===== src/flr_consts.svh =====
// command codes, field positions, reset values and timing figures of the fault limit block
// assumes inclusion by bare name from the package and the design modules
`ifndef FLR_CONSTS_SVH
`define FLR_CONSTS_SVH

// -----------------------------------------------------------------
// command codes
// -----------------------------------------------------------------
`define FLR_CMD_OC_LIMIT   8'h46
`define FLR_CMD_UC_LIMIT   8'h4B
`define FLR_CMD_OT_FAULT   8'h4F
`define FLR_CMD_OT_ACTION  8'h50
`define FLR_CMD_OT_WARN    8'h51
`define FLR_CMD_VIN_OV     8'h55
`define FLR_CMD_STATUS     8'hE0

// -----------------------------------------------------------------
// fields of the over-temperature action byte
// -----------------------------------------------------------------
`define FLR_RESP_HI        7
`define FLR_RESP_LO        6
`define FLR_RETRY_HI       5
`define FLR_RETRY_LO       3
`define FLR_DELAY_HI       2
`define FLR_DELAY_LO       0
`define FLR_RESP_RETRY     2'h2
`define FLR_RESP_RESUME    2'h3
`define FLR_RETRY_NONE     3'h0
`define FLR_RETRY_FOREVER  3'h7

// -----------------------------------------------------------------
// status byte bits and comparator slots
// -----------------------------------------------------------------
`define FLR_ST_OC          0
`define FLR_ST_UC          1
`define FLR_ST_OT          2
`define FLR_ST_OTW         3
`define FLR_ST_VIN         4
`define FLR_ST_LINE        7
`define FLR_NUM_CMP        8
`define FLR_CMP_OC_A       0
`define FLR_CMP_OC_B       1
`define FLR_CMP_UC_A       2
`define FLR_CMP_UC_B       3
`define FLR_CMP_OT         4
`define FLR_CMP_OTW        5
`define FLR_CMP_COOL       6
`define FLR_CMP_VIN        7

// -----------------------------------------------------------------
// reset values and timing
// -----------------------------------------------------------------
`define FLR_RST_HI_LIMIT   16'h7BFF
`define FLR_RST_LO_LIMIT   16'h7C00
`define FLR_RST_ACTION     8'h80
`define FLR_RETRY_UNIT_MS  35
`define FLR_CYC_PER_MS     100000

`endif


===== src/flr_pkg.sv =====
// types shared by the fault limit block
// assumes flr_consts.svh is on the include path
package flr_pkg;
  `include "flr_consts.svh"

  // over-temperature shutdown sequencer
  typedef enum logic [1:0] {
    st_run    = 2'b00,
    st_hold   = 2'b01,
    st_delay  = 2'b10,
    st_resume = 2'b11
  } flr_state_t;

  typedef logic [15:0] flr_lin_t;
endpackage


===== src/flr_cmp_if.sv =====
// carrier between the top and its linear-format comparators
// assumes both ends run combinationally on the same clock domain
`timescale 1ns/100ps
interface flr_cmp_if;
  logic [15:0] lhs;
  logic [15:0] rhs;
  logic        lhs_gt;
  modport cmp  (input lhs, input rhs, output lhs_gt);
  modport user (output lhs, output rhs, input lhs_gt);
endinterface


===== src/flr_top.sv =====
// fault thresholds and over-temperature response of a point-of-load regulator
// assumes a management engine delivering decoded commands and measurements on clock_i
// What this block does
// RL1: each phase current is compared alone against the over-current limit; phase a trips it, phase b only with two phases.
// RL2: with two phases both are checked against the per-phase limit, so either phase above it trips, whatever the total.
// RL3: each phase current is compared alone against the under-current limit; phase a trips it, phase b only with two phases.
// RL4: a 16-bit over-temperature fault limit is held and exceeding it is an over-temperature fault.
// RL5: in every response mode a fault pulls the alert line low and sets its status flag.
// RL6: response code 10 shuts the output at once and then restarts per retry count and delay.
// RL7: response code 11 shuts the output at once and restarts only when temperature falls below warning.
// RL8: a retry count of zero means no restart until the fault is cleared.
// RL9: retry counts 001 to 110 limit the restart attempts to that number.
// RL10: retry count 111 retries without limit until commanded off or another fault shuts down.
// RL11: the retry interval is the delay field plus one times 35 ms.
// RL12: a 16-bit warning limit is held and also serves as the resume level.
// RL13: a 16-bit input over-voltage limit is held and exceeding it is an input over-voltage fault.
// RL14: the action setting moves as single bytes and the limits as two-byte words.
// RL15: the alert stays low until the host clears the flag, and response codes 00 and 01 are reserved.
`timescale 1ns/100ps
`include "flr_consts.svh"
module flr_top
  import flr_pkg::*;
#(
  parameter int unsigned RETRY_UNIT_CYCLES = `FLR_RETRY_UNIT_MS * `FLR_CYC_PER_MS
)
(
  // clock and reset
  input  wire logic             clock_i,
  input  wire logic             rst_n_i,
  // command port
  input  wire logic             cmd_valid_i,
  input  wire logic             cmd_write_i,
  input  wire logic             cmd_word_i,
  input  wire logic [7:0]       cmd_code_i,
  input  wire logic [15:0]      cmd_wdata_i,
  output logic                  cmd_done_o,
  output logic                  cmd_error_o,
  output logic [15:0]           cmd_rdata_o,
  // measurements
  input  wire flr_pkg::flr_lin_t phase_a_current_i,
  input  wire flr_pkg::flr_lin_t phase_b_current_i,
  input  wire flr_pkg::flr_lin_t temperature_i,
  input  wire flr_pkg::flr_lin_t input_voltage_i,
  input  wire logic             two_phase_i,
  // power stage control
  input  wire logic             operation_on_i,
  input  wire logic             other_fault_i,
  output logic                  output_enable_o,
  // open-drain alert pin
  input  wire logic             fault_alert_line_i,
  output logic                  fault_alert_line_o,
  output logic                  fault_alert_line_oe_n_o
);
  import flr_pkg::*;

  // -----------------------------------------------------------------
  // state
  // -----------------------------------------------------------------
  logic [15:0] oc_limit, next_oc_limit;
  logic [15:0] uc_limit, next_uc_limit;
  logic [15:0] ot_fault, next_ot_fault;
  logic [15:0] ot_warn,  next_ot_warn;
  logic [15:0] vin_ov,   next_vin_ov;
  logic [7:0]  ot_action, next_ot_action;
  logic [4:0]  status, next_status;
  logic        done, next_done;
  logic        error, next_error;
  logic [15:0] rdata, next_rdata;
  logic        line_meta, line_sync;
  flr_state_t  state, next_state;
  logic [2:0]  attempts, next_attempts;
  logic [31:0] timer, next_timer;
  logic        out_en, next_out_en;

  // -----------------------------------------------------------------
  // comparators
  // -----------------------------------------------------------------
  flr_cmp_if cmp_bus[`FLR_NUM_CMP] ();
  logic [`FLR_NUM_CMP-1:0] hit;

  assign cmp_bus[`FLR_CMP_OC_A].lhs = phase_a_current_i;
  assign cmp_bus[`FLR_CMP_OC_A].rhs = oc_limit;
  assign cmp_bus[`FLR_CMP_OC_B].lhs = phase_b_current_i;
  assign cmp_bus[`FLR_CMP_OC_B].rhs = oc_limit;
  assign cmp_bus[`FLR_CMP_UC_A].lhs = uc_limit;
  assign cmp_bus[`FLR_CMP_UC_A].rhs = phase_a_current_i;
  assign cmp_bus[`FLR_CMP_UC_B].lhs = uc_limit;
  assign cmp_bus[`FLR_CMP_UC_B].rhs = phase_b_current_i;
  assign cmp_bus[`FLR_CMP_OT].lhs   = temperature_i;
  assign cmp_bus[`FLR_CMP_OT].rhs   = ot_fault;
  assign cmp_bus[`FLR_CMP_OTW].lhs  = temperature_i;
  assign cmp_bus[`FLR_CMP_OTW].rhs  = ot_warn;
  assign cmp_bus[`FLR_CMP_COOL].lhs = ot_warn;
  assign cmp_bus[`FLR_CMP_COOL].rhs = temperature_i;
  assign cmp_bus[`FLR_CMP_VIN].lhs  = input_voltage_i;
  assign cmp_bus[`FLR_CMP_VIN].rhs  = vin_ov;

  for (genvar g = 0; g < `FLR_NUM_CMP; g++)
  begin : g_cmp
    flr_lin_cmp u_cmp (.port(cmp_bus[g]));
    assign hit[g] = cmp_bus[g].lhs_gt;
  end

  // -----------------------------------------------------------------
  // fault events
  // -----------------------------------------------------------------
  // phase b only counts when it is really wired in, so a floating
  // measurement in single-phase builds cannot raise the over- or under-current flag or the alert
  logic oc_evt, uc_evt, ot_evt, otw_evt, vin_evt, cool;
  logic [1:0] resp;
  logic [2:0] retry_cfg, delay_cfg;
  assign oc_evt    = hit[`FLR_CMP_OC_A] | (two_phase_i & hit[`FLR_CMP_OC_B]); // RL1 RL2
  assign uc_evt    = hit[`FLR_CMP_UC_A] | (two_phase_i & hit[`FLR_CMP_UC_B]); // RL3 RL2
  assign ot_evt    = hit[`FLR_CMP_OT];      // RL4
  assign otw_evt   = hit[`FLR_CMP_OTW];     // RL12
  assign cool      = hit[`FLR_CMP_COOL];    // RL12
  assign vin_evt   = hit[`FLR_CMP_VIN];     // RL13
  assign resp      = ot_action[`FLR_RESP_HI:`FLR_RESP_LO];
  assign retry_cfg = ot_action[`FLR_RETRY_HI:`FLR_RETRY_LO];
  assign delay_cfg = ot_action[`FLR_DELAY_HI:`FLR_DELAY_LO];

  // -----------------------------------------------------------------
  // command decode, limit registers and sticky status
  // -----------------------------------------------------------------
  always_comb
  begin
    logic is_word;
    logic known;
    is_word        = 1'b1;
    known          = 1'b1;
    next_oc_limit  = oc_limit;
    next_uc_limit  = uc_limit;
    next_ot_fault  = ot_fault;
    next_ot_warn   = ot_warn;
    next_vin_ov    = vin_ov;
    next_ot_action = ot_action;
    next_done      = cmd_valid_i;
    next_error     = 1'b0;
    next_rdata     = rdata;
    next_status    = status;
    unique case (cmd_code_i)
      `FLR_CMD_OC_LIMIT:  next_rdata = oc_limit;
      `FLR_CMD_UC_LIMIT:  next_rdata = uc_limit;
      `FLR_CMD_OT_FAULT:  next_rdata = ot_fault;
      `FLR_CMD_OT_WARN:   next_rdata = ot_warn;
      `FLR_CMD_VIN_OV:    next_rdata = vin_ov;
      `FLR_CMD_OT_ACTION:
      begin
        is_word    = 1'b0;
        next_rdata = {8'h00, ot_action};
      end
      `FLR_CMD_STATUS:
      begin
        is_word    = 1'b0;
        next_rdata = {8'h00, line_sync, 2'h0, status};
      end
      default:
      begin
        known      = 1'b0;
        next_rdata = 16'h0000;
      end
    endcase
    // a transfer of the wrong size is refused whole
    if (cmd_valid_i && (!known || (cmd_word_i != is_word))) // RL14
    begin
      next_error = 1'b1;
      next_rdata = 16'h0000;
    end
    else if (cmd_valid_i && cmd_write_i)
    begin
      next_rdata = 16'h0000;
      unique case (cmd_code_i)
        `FLR_CMD_OC_LIMIT:  next_oc_limit  = cmd_wdata_i;
        `FLR_CMD_UC_LIMIT:  next_uc_limit  = cmd_wdata_i;
        `FLR_CMD_OT_FAULT:  next_ot_fault  = cmd_wdata_i;
        `FLR_CMD_OT_WARN:   next_ot_warn   = cmd_wdata_i;
        `FLR_CMD_VIN_OV:    next_vin_ov    = cmd_wdata_i;
        `FLR_CMD_OT_ACTION: next_ot_action = cmd_wdata_i[7:0];
        `FLR_CMD_STATUS:    next_status    = status & ~cmd_wdata_i[4:0]; // RL15
        default:            next_rdata     = 16'h0000;
      endcase
    end
    else if (!cmd_valid_i)
    begin
      next_rdata = 16'h0000;
    end
    // set wins over a clear in the same cycle; every response mode flags it
    next_status[`FLR_ST_OC]  = next_status[`FLR_ST_OC]  | oc_evt;  // RL5
    next_status[`FLR_ST_UC]  = next_status[`FLR_ST_UC]  | uc_evt;  // RL5
    next_status[`FLR_ST_OT]  = next_status[`FLR_ST_OT]  | ot_evt;  // RL5
    next_status[`FLR_ST_OTW] = next_status[`FLR_ST_OTW] | otw_evt; // RL5
    next_status[`FLR_ST_VIN] = next_status[`FLR_ST_VIN] | vin_evt; // RL5
  end

  always_ff @(posedge clock_i or negedge rst_n_i)
  begin
    if (!rst_n_i)
    begin
      oc_limit                <= `FLR_RST_HI_LIMIT;
      uc_limit                <= `FLR_RST_LO_LIMIT;
      ot_fault                <= `FLR_RST_HI_LIMIT;
      ot_warn                 <= `FLR_RST_HI_LIMIT;
      vin_ov                  <= `FLR_RST_HI_LIMIT;
      ot_action               <= `FLR_RST_ACTION;
      status                  <= 5'h00;
      done                    <= 1'b0;
      error                   <= 1'b0;
      rdata                   <= 16'h0000;
      line_meta               <= 1'b1;
      line_sync               <= 1'b1;
      fault_alert_line_oe_n_o <= 1'b1;
      fault_alert_line_o      <= 1'b0;
    end
    else
    begin
      oc_limit                <= next_oc_limit;
      uc_limit                <= next_uc_limit;
      ot_fault                <= next_ot_fault;
      ot_warn                 <= next_ot_warn;
      vin_ov                  <= next_vin_ov;
      ot_action               <= next_ot_action;
      status                  <= next_status;
      done                    <= next_done;
      error                   <= next_error;
      rdata                   <= next_rdata;
      line_meta               <= fault_alert_line_i;
      line_sync               <= line_meta;
      // drive low while any flag stands; released only by the host clear
      fault_alert_line_oe_n_o <= ~(|next_status); // RL5 RL15
      fault_alert_line_o      <= 1'b0;
    end
  end

  assign cmd_done_o  = done;
  assign cmd_error_o = error;
  assign cmd_rdata_o = rdata;

  // -----------------------------------------------------------------
  // over-temperature shutdown sequencer
  // -----------------------------------------------------------------
  // codes 00 and 01 flag and alert only; the output is left running
  always_comb
  begin
    logic [2:0] budget;
    // a fresh episode draws on the programmed count directly, so a fault that
    // lands right after the action write still gets its full retry budget
    budget        = status[`FLR_ST_OT] ? attempts : retry_cfg; // RL9
    next_state    = state;
    next_attempts = attempts;
    next_timer    = timer;
    // the budget refills only once the host has acknowledged the fault
    if (!status[`FLR_ST_OT] && !ot_evt && state == st_run)
    begin
      next_attempts = retry_cfg;
    end
    unique case (state)
      st_run:
      begin
        if (other_fault_i)
        begin
          next_state = st_hold;
        end
        else if (ot_evt && resp == `FLR_RESP_RETRY) // RL6
        begin
          if (retry_cfg == `FLR_RETRY_NONE || (budget == 3'h0 && retry_cfg != `FLR_RETRY_FOREVER)) // RL8 RL9
          begin
            next_state = st_hold;
          end
          else
          begin
            next_state    = st_delay;
            next_attempts = budget; // RL9
            next_timer = 32'(({29'h0, delay_cfg} + 32'h1) * RETRY_UNIT_CYCLES - 32'h1); // RL11
          end
        end
        else if (ot_evt && resp == `FLR_RESP_RESUME) // RL7
        begin
          next_state = st_resume;
        end
      end
      st_delay:
      begin
        if (other_fault_i)
        begin
          next_state = st_hold; // RL10
        end
        else if (!operation_on_i)
        begin
          next_state = st_run; // RL10
        end
        else if (timer == 32'h0)
        begin
          next_state = st_run;
          if (retry_cfg != `FLR_RETRY_FOREVER) // RL10
          begin
            next_attempts = attempts - 3'h1; // RL9
          end
        end
        else
        begin
          next_timer = timer - 32'h1;
        end
      end
      st_resume:
      begin
        if (other_fault_i)
        begin
          next_state = st_hold;
        end
        else if (cool)
        begin
          next_state = st_run; // RL7
        end
      end
      st_hold:
      begin
        if (!other_fault_i && !status[`FLR_ST_OT] && !ot_evt)
        begin
          next_state = st_run; // RL8
        end
      end
    endcase
    next_out_en = (next_state == st_run) && operation_on_i && !other_fault_i; // RL6 RL7
  end

  always_ff @(posedge clock_i or negedge rst_n_i)
  begin
    if (!rst_n_i)
    begin
      state    <= st_run;
      attempts <= 3'h0;
      timer    <= 32'h0;
      out_en   <= 1'b0;
    end
    else
    begin
      state    <= next_state;
      attempts <= next_attempts;
      timer    <= next_timer;
      out_en   <= next_out_en;
    end
  end

  assign output_enable_o = out_en;

  // -----------------------------------------------------------------
  // checks
  // -----------------------------------------------------------------
  a_oc_phase_flag: assert property (@(posedge clock_i) disable iff (!rst_n_i) // RL1
    hit[`FLR_CMP_OC_A] |=> status[`FLR_ST_OC]) else $error("phase a over-current not flagged");
  a_two_phase_b: assert property (@(posedge clock_i) disable iff (!rst_n_i) // RL2
    (two_phase_i && hit[`FLR_CMP_OC_B]) |=> status[`FLR_ST_OC]) else $error("phase b over-current not flagged");
  a_uc_phase_flag: assert property (@(posedge clock_i) disable iff (!rst_n_i) // RL3
    hit[`FLR_CMP_UC_A] |=> status[`FLR_ST_UC]) else $error("under-current not flagged");
  a_ot_fault_flag: assert property (@(posedge clock_i) disable iff (!rst_n_i) // RL4
    ot_evt |=> status[`FLR_ST_OT] && !fault_alert_line_oe_n_o) else $error("over-temperature not flagged");
  a_alert_holds: assert property (@(posedge clock_i) disable iff (!rst_n_i) // RL15
    (!fault_alert_line_oe_n_o && !(cmd_valid_i && cmd_write_i)) |=> !fault_alert_line_oe_n_o)
    else $error("alert released without host clear");
  a_alert_any_mode: assert property (@(posedge clock_i) disable iff (!rst_n_i) // RL5
    vin_evt |=> !fault_alert_line_oe_n_o && status[`FLR_ST_VIN]) else $error("alert not driven on fault");
  a_retry_shutoff: assert property (@(posedge clock_i) disable iff (!rst_n_i) // RL6
    (state == st_run && ot_evt && resp == `FLR_RESP_RETRY) |=> !output_enable_o)
    else $error("output not disabled on retry fault");
  a_resume_wait: assert property (@(posedge clock_i) disable iff (!rst_n_i) // RL7
    (state == st_resume && !cool && !other_fault_i) |=> state == st_resume && !output_enable_o)
    else $error("resumed before cooling");
  a_no_retry_hold: assert property (@(posedge clock_i) disable iff (!rst_n_i) // RL8
    (state == st_hold && status[`FLR_ST_OT]) |=> state == st_hold) else $error("left hold while fault stands");
  a_retry_count: assert property (@(posedge clock_i) disable iff (!rst_n_i) // RL9
    (state == st_delay && timer == 32'h0 && operation_on_i && !other_fault_i && retry_cfg != `FLR_RETRY_FOREVER)
    |=> attempts == $past(attempts) - 3'h1) else $error("retry budget not spent");
  a_retry_forever: assert property (@(posedge clock_i) disable iff (!rst_n_i) // RL10
    (state == st_delay && timer == 32'h0 && retry_cfg == `FLR_RETRY_FOREVER) |=> attempts == $past(attempts))
    else $error("unlimited retry spent budget");
  a_delay_load: assert property (@(posedge clock_i) disable iff (!rst_n_i) // RL11
    (state == st_run && next_state == st_delay)
    |=> timer == 32'(({29'h0, $past(delay_cfg)} + 32'h1) * RETRY_UNIT_CYCLES - 32'h1))
    else $error("retry delay loaded wrong");
endmodule


===== src/flr_lin_cmp.sv =====
// magnitude comparator for two 16-bit linear-format values
// assumes 5-bit signed exponent above an 11-bit signed mantissa
`timescale 1ns/100ps
module flr_lin_cmp
(
  // operands and result
  flr_cmp_if.cmp port
);
  // -----------------------------------------------------------------
  // scale both operands onto one fixed-point grid
  // -----------------------------------------------------------------
  // exponent range -16..15 is offset to a 0..31 left shift, so no bits are lost
  function automatic logic signed [47:0] lin_val(input logic [15:0] v);
    logic signed [47:0] mant;
    logic        [4:0]  shift;
    mant  = {{37{v[10]}}, v[10:0]};
    shift = {~v[15], v[14:11]};
    return mant <<< shift;
  endfunction

  // result is pure logic; the caller registers it
  assign port.lhs_gt = lin_val(port.lhs) > lin_val(port.rhs);
endmodule


===== config.mk =====
export PLATFORM = sky130hd
export DESIGN_NAME = flr_top
export DESIGN_NICKNAME = d
export VERILOG_FILES = /design/src/flr_pkg.sv /design/src/flr_cmp_if.sv /design/src/flr_top.sv /design/src/flr_lin_cmp.sv
export VERILOG_INCLUDE_DIRS = /design/src
export SDC_FILE = /design/constraint.sdc
export NUM_CORES = 1
export LEC_CHECK = 0
export ABC_CLOCK_PERIOD_IN_PS = 10710
export CAP_MARGIN = 5
export CORE_AREA = 2 2 268 270
export DETAILED_ROUTE_END_ITERATION = 8
export DIE_AREA = 0 0 270 272
export DONT_BUFFER_PORTS = 1
export PLACE_DENSITY = 0.58
export SKIP_CTS_REPAIR_TIMING = 1
export SKIP_LAST_GASP = 1
export SLEW_MARGIN = 0
export SYNTH_ARGS = -nofsm -noshare
export SYNTH_HDL_FRONTEND = slang
export SYNTH_HIERARCHICAL = 1
export SYNTH_SLANG_ARGS = --single-unit

===== constraint.sdc =====
create_clock -name clock_i -period 10.71 [get_ports clock_i]
set_input_delay 0.5355 -clock clock_i [delete_from_list [all_inputs] [get_ports clock_i]]
set_output_delay 0.5355 -clock clock_i [all_outputs]
set_load 0.05 [all_outputs]

After elaboration in Yosys (flattened, before gate mapping). Index checks and enable logic that the tools add are counted.

Add/sub/neg operators: 4. Multiply operators: 1. Magnitude comparators: 8. Equality and inequality tests: 20. Shift operators: 9. Multiplexer cells: 38. Bitwise gates (word level): 22. Reduce and logical (&&, ||, !) cells: 33.

Operator list (number): $sshl 11x5->48 (9); $gt 48x48->1 (8); $mux 32 (6); $pmux 16 s7 (1); $pmux 32 s2 (1); $eq 8x7->1 const B (6); $mux 16 (3); $logic_not 32->1 (1); $sub 32x1->32 const B (1); $mux 3 (9); $sub 26x1->27 const B (1); $mul 4x17->21 const B (1); $mux 2 (10); $reduce_and 3->1 (6); $mux 5 (3); $logic_and 1x1->1 (11); $not 1->1 (11); $ne 2x2->1 const B (5); $eq 2x2->1 const B (4); $eq 8x8->1 const B (1); $pmux 2 s4 (1); $or 1x1->1 (7); $reduce_and 7->1 (1); $reduce_or 7->1 (1); 18 further kinds (27).

Register bits: 152. Output and inout port bits: 21. Word-level logic and storage cells: 152.

Longest topological paths before layout.
Depth after elaboration: 12. Depth in mapped cells: 24. Mapped depth without buffers: 21.

Hierarchy. Netlist, hierarchy kept.

Modules (own cells, without submodules): flr_lin_cmp (times used 8, cells an instance 411, area each 2793.9 µm², seq. area each 0.0 µm²); flr_top (times used 1, cells an instance 846, area each 9029.9 µm², seq. area each 3885.0 µm²).

Least setup slack after synthesis. Ideal clock, no wire load.

Kind: register to register. From: register ot_action[0]. To: register timer[21]. Arrival time: 4.850 ns. Data required time: 10.584 ns. Slack: 5.734 ns. Stages on the path, launching flop included: 18. Path buffers: 1. Period minus slack after synthesis: 4.976 ns. Cell sequence: dfrtp_1 buf_2 inv_1 ha_1 inv_1 fa_1 fa_1 inv_1 ha_1 a211oi_2 o21ai_1 xor2_1 or4_1 or4_1 nor3_1 nand2_1 xnor2_1 a221o_1.

Cells in the longest elaborated chain, start to end: 7.

Ends and longest elaborated chain: from (decl) (RTL line flr_top.sv:64) `logic [7:0] ot_action, next_ot_action;`; from (signal assigned) (RTL line flr_top.sv:204) `` ot_action <= `FLR_RST_ACTION; ``; from (signal assigned) (RTL line flr_top.sv:221) `ot_action <= next_ot_action;`; $add 3x1->4 (RTL line flr_top.sv:273) `next_timer = 32'(({29'h0, delay_cfg} + 32'h1) * RETRY_UNIT_CYCLES - 32'h1);`; $mul 4x17->21 (RTL line flr_top.sv:273); $sub 26x1->27 (RTL line flr_top.sv:273); $mux 32 (RTL line flr_top.sv:265) `` if (retry_cfg == `FLR_RETRY_NONE || (budget == 3'h0 && retry_cfg != `FLR_RETRY_FOREVER)) ``; $mux 32 (RTL line flr_top.sv:263) `` else if (ot_evt && resp == `FLR_RESP_RETRY) ``; $mux 32 (RTL line flr_top.sv:259) `if (other_fault_i)`; $pmux 32 s2 (RTL line flr_top.sv:256) `unique case (state)`; to (signal assigned) (RTL line flr_top.sv:339) `timer <= next_timer;`; to (decl) (RTL line flr_top.sv:72) `logic [31:0] timer, next_timer;`.

Every way passes these cells. The select of a mux whose other input is x is not followed. A chain may end at the register's enable or synchronous reset.

Worst setup path after layout.
From: register ot_fault[11] (netlist: cmp_bus[4].rhs[11]). To: register timer[21].

Cells in the longest elaborated chain, start to end: 5.

Ends and longest elaborated chain: from (decl) (RTL line flr_top.sv:61) `logic [15:0] ot_fault, next_ot_fault;`; from (signal assigned) (RTL line flr_top.sv:201) `` ot_fault <= `FLR_RST_HI_LIMIT; ``; from (signal assigned) (RTL line flr_top.sv:218) `ot_fault <= next_ot_fault;`; $sshl 11x5->48 (RTL line flr_lin_cmp.sv:18) `return mant <<< shift;`; $gt 48x48->1 (RTL line flr_lin_cmp.sv:22) `assign port.lhs_gt = lin_val(port.lhs) > lin_val(port.rhs);`; net cmp_bus[4].lhs_gt (RTL line flr_cmp_if.sv:7) `logic lhs_gt;`; $logic_and 1x1->1 (no line); $ne 2x1->1 (no line); $reduce_and 7->1 (no line).

The timed path passes the listed nets, and every way through them passes these cells.

==> results.sh <==
export IMPL_dpl_cell_count=4811
export IMPL_layout_nets=4355
export IMPL_drv_slew=0
export IMPL_synth_seq_area_share=0.124
export IMPL_routedLengthMet1_um=47200
export IMPL_fmaxAchievable_mhz=162
export IMPL_synth_async_reset_ratio=1.00
export IMPL_rows=98
export IMPL_synth_seq_cells=152
export IMPL_n_fill_cell=7244
export IMPL_post_synth_adder_cell_area=0.152
export IMPL_fin_tns_setup_ns=0
export IMPL_insertedDiodeCount=0
export IMPL_top_layer_used="met4"
export IMPL_clk_transition_reported_paths_ns=0.06
export IMPL_timing_final_crit_share=0.576
export IMPL_io_pin_count=118
export IMPL_post_synth_edffs=0
export IMPL_detail_route_iter0_violations=2866
export IMPL_final_setup_viol_count=0
export IMPL_vias=30212
export IMPL_hpwl_um=77700
export IMPL_crit_path_max_incr_delay_ns=0.77
export IMPL_cts_sink_count=152
export IMPL_numCtsBuffers=17
export IMPL_cp_buffers_inverters=0
export IMPL_pd_cells_mw_per_mm2=56.7
export IMPL_timing_final_hold_violations=0
export IMPL_timing_max_slew_rel_slack=0.277
export IMPL_gp_routability_congestion=0.920
export IMPL_route_met2_wl_um=44200
export IMPL_maximum_count_of_clock_buffers_along_a_single_path=2
export IMPL_initial_core_util=0.444
export IMPL_insertion_delay_ns=0.44
export IMPL_total_leakage_power_nw=12.8
export IMPL_crit_path_end_kind="flop"
export IMPL_detailedRoute_firstPassIterationCount=6
export IMPL_timing_critical_path_cells="mux2_2 -> o21ai_0 -> mux2i_1 -> mux2i_1 -> or2_2 -> ha_1 -> nand4_1 -> or4_1 -> a21oi_1 -> o311a_1 -> or3_1 -> o211a_1 -> nand2_1 -> a211oi_2 -> nor2b_1 -> nand3_1 -> nand2_1 -> o21ai_0 -> a221o_1"
export IMPL_route_antenna_remaining_nets=0
export IMPL_worstSetupPathType="flop to flop"
export IMPL_critical_path_startpoint_category="flop"
export IMPL_syn_area_per_cell_um2=7.59
export IMPL_post_synth_inst_count=4134
export IMPL_wl_per_cell_um=20.5
export IMPL_floorplan_die_area_mm2=0.0734
export IMPL_via_count_of_the_first_global_routing_pass=27437
export IMPL_globalRoute_totalOverflow=0
export IMPL_route_final_wire_length_um=99400
export IMPL_h_tree_depth=4
export IMPL_synth_simple_gate_area_share=0.209
export IMPL_run_status="finished, final reports clean"
export IMPL_synth_mux_area_frac=0.196
export IMPL_drv_cap=0
export IMPL_ratio_of_cells_with_drive_above_1_in_the_final_layout=0.119
export IMPL_timing_critical_path_fanout_max=18
export IMPL_min_period_ns=6.17
export IMPL_grt_antenna_before_repair=3
export IMPL_yosys_area_share_xor_xnor=0.0120
export IMPL_placeableCoreArea_mm2=0.0708
export IMPL_grt_first_pass_wirelength_um=155000
export IMPL_cp_arrival_ns=6.48
export IMPL_finalNonFillerCells=4845
export IMPL_chipHeight_um=272
export IMPL_syn_to_final_growth_pct=1.77
export IMPL_combined_area_of_the_multi_input_logic_cells_mm2=0.0258
export IMPL_cts_tree="done"
export IMPL_floorplan_die_width_um=270
export IMPL_crit_slowest_cell="dfstp_2"
export IMPL_yosys_warning_count=6
export IMPL_drc_errors=0
export IMPL_hold_path_class="input pin to asynchronous set/reset pin"
export IMPL_portBuffers=0
export IMPL_seqCellArea_mm2=0.00389
export IMPL_main_combinational_cell_family_by_area_after_synthesis="compound AO/OA/AOI/OAI gates"
export IMPL_synth_distinct_cells=86
export IMPL_post_route_util=0.451
export IMPL_power_ir_vdd_worst_mv=0.0791
export IMPL_cts_root_buffer_cell="clkbuf_16"
export IMPL_synth_ff_type="dfrtp_1"
export IMPL_tightestPinTransition_ns=1.07
export IMPL_via_per_inst=6.24
export IMPL_clock_skew_final_ns=0.0103
export IMPL_cell_family_with_the_largest_share_of_critical_path_delay="simple AND/OR/NAND/NOR gates"
export IMPL_rsz0062_at_grt="false"
export IMPL_synthesis_area_mm2=0.0314
export IMPL_cp_required_ns=11.03
export IMPL_synth_compound_area_share=0.255
export IMPL_routed_wl_met3_um=6460
export IMPL_grt_max_degree=153
export IMPL_global_route_usage_total=0.259
export IMPL_synth_nets=4607
-- cell type report --
cell class              count  area share
well taps                 950      0.0372
repair buffers             11     0.00384
clock inverters            15     0.00443
flip-flops and latches    152       0.122
inverters                  89      0.0105
clock buffers              17      0.0133
multi-input cells        3611       0.809
-- cells by family (layout without fill, tap and decap cells) --
| group | count (synthesis) | after routing |
|---|---|---|
| AND/OR/NAND/NOR | 1390 | 1390 |
| AO/OA/AOI/OAI | 1283 | 1283 |
| multiplexers | 521 | 521 |
| adder cells (fa/ha/maj) | 376 | 376 |
| buffers and inverters | 371 | 132 |
| flip-flops | 152 | 152 |
| XOR/XNOR | 40 | 40 |
| other | 1 | 1 |
-- metal layers --
layer	vias to the layer above	GRT usage
met5	-	0
met4	0	0.0484
met2	868	0.410
li1	14898	-
met3	84	0.0424
met1	14362	0.371
-- state kept, by name (all words and copies together), names as in the netlist, 2 cells and up --
register and flops:
cmd_rdata_o 16, attempts 3, state 2, cmp_bus.rhs 64, ot_action 8, cmp_bus.lhs 16
status 5, timer 32
-- through the flow --
stage               hold WS (ns)  setup WS, ns  cell area (um^2)  power (W)
floorplan                  0.240          5.73             31400    0.00112
finish                    0.0214          4.54             31900    0.00181
CTS                       -0.222          4.63             31900    0.00180
global route              0.0567          4.10             31900    0.00192
global placement           0.246          4.77             31300    0.00121
detailed placement         0.246          4.64             31300    0.00121
-- synthesized netlist by cell type, drive strengths merged, types with 15 or more instances --
master	number	share of area
nor2	385	0.046
inv	73	0.0087
o21ai	379	0.060
nand2b	62	0.012
xnor2	16	0.0053
mux2	205	0.076
nor3	53	0.0086
nor4	29	0.0075
a21boi	56	0.013
or3	35	0.0070
a211oi	43	0.011
clkbuf	158	0.019
xor2	24	0.0067
ha	369	0.15
and2	47	0.0094
o21a	58	0.014
o21ba	16	0.0051
a22oi	57	0.014
buf	124	0.023
mux4	48	0.034
nand3	94	0.015
nand4	61	0.012
dfrtp	87	0.069
nor2b	47	0.0096
o221ai	36	0.010
nand2	476	0.057
clkinv	16	0.0019
dfstp	65	0.054
o31a	24	0.0067
or4	15	0.0036
a221oi	21	0.0059
a31oi	53	0.011
o22ai	60	0.012
mux2i	268	0.085
a21oi	355	0.059
o211ai	20	0.0048
or2	44	0.0088
a21o	33	0.0079
-- layout by cell type (no fill, tap or decap), types with 48 or more instances in the layout --
cell      netlist  routed
nand2_1       475     475
nor2_1        384     383
ha_1          369     369
o21ai_0       358     358
a21oi_1       339     339
mux2i_1       268     268
mux2_2        185     185
nand3_1        92      92
dfrtp_1        87      86
inv_1          72      72
dfstp_2        65      65
nand2b_1       62      62
nand4_1        61      61
o22ai_1        60      60
o21a_1         58      58
a22oi_1        57      57
a21boi_0       56      56
a31oi_1        53      53
nor3_1         52      52
mux4_2         48      48
-- power breakdown --
part           switching [W]  leakage (nW)  internal, W  total, W
logic               0.000364          10.7     0.000265  0.000629
registers         0.00000989          1.82     0.000583  0.000592
clock network       0.000266         0.271     0.000323  0.000590
total               0.000640          12.8      0.00117   0.00181
-- path summary, 6_finish.rpt --
path	startpoint	cells past startpoint	slack, ns	to
setup / recovery	cmp_bus[4].rhs[11]	19	4.54	timer[21]
hold reg to reg	line_meta	0	0.39	line_sync
setup reg to reg	cmp_bus[4].rhs[11]	19	4.54	timer[21]
max in group asynchronous	rst_n_i	1	10.29	cmp_bus[0].rhs[15]
hold / removal	rst_n_i	1	0.02	timer[15]
min in group clock_i	fault_alert_line_i	0	0.09	line_meta
Note: power is estimated with default switching activity, not from simulation.
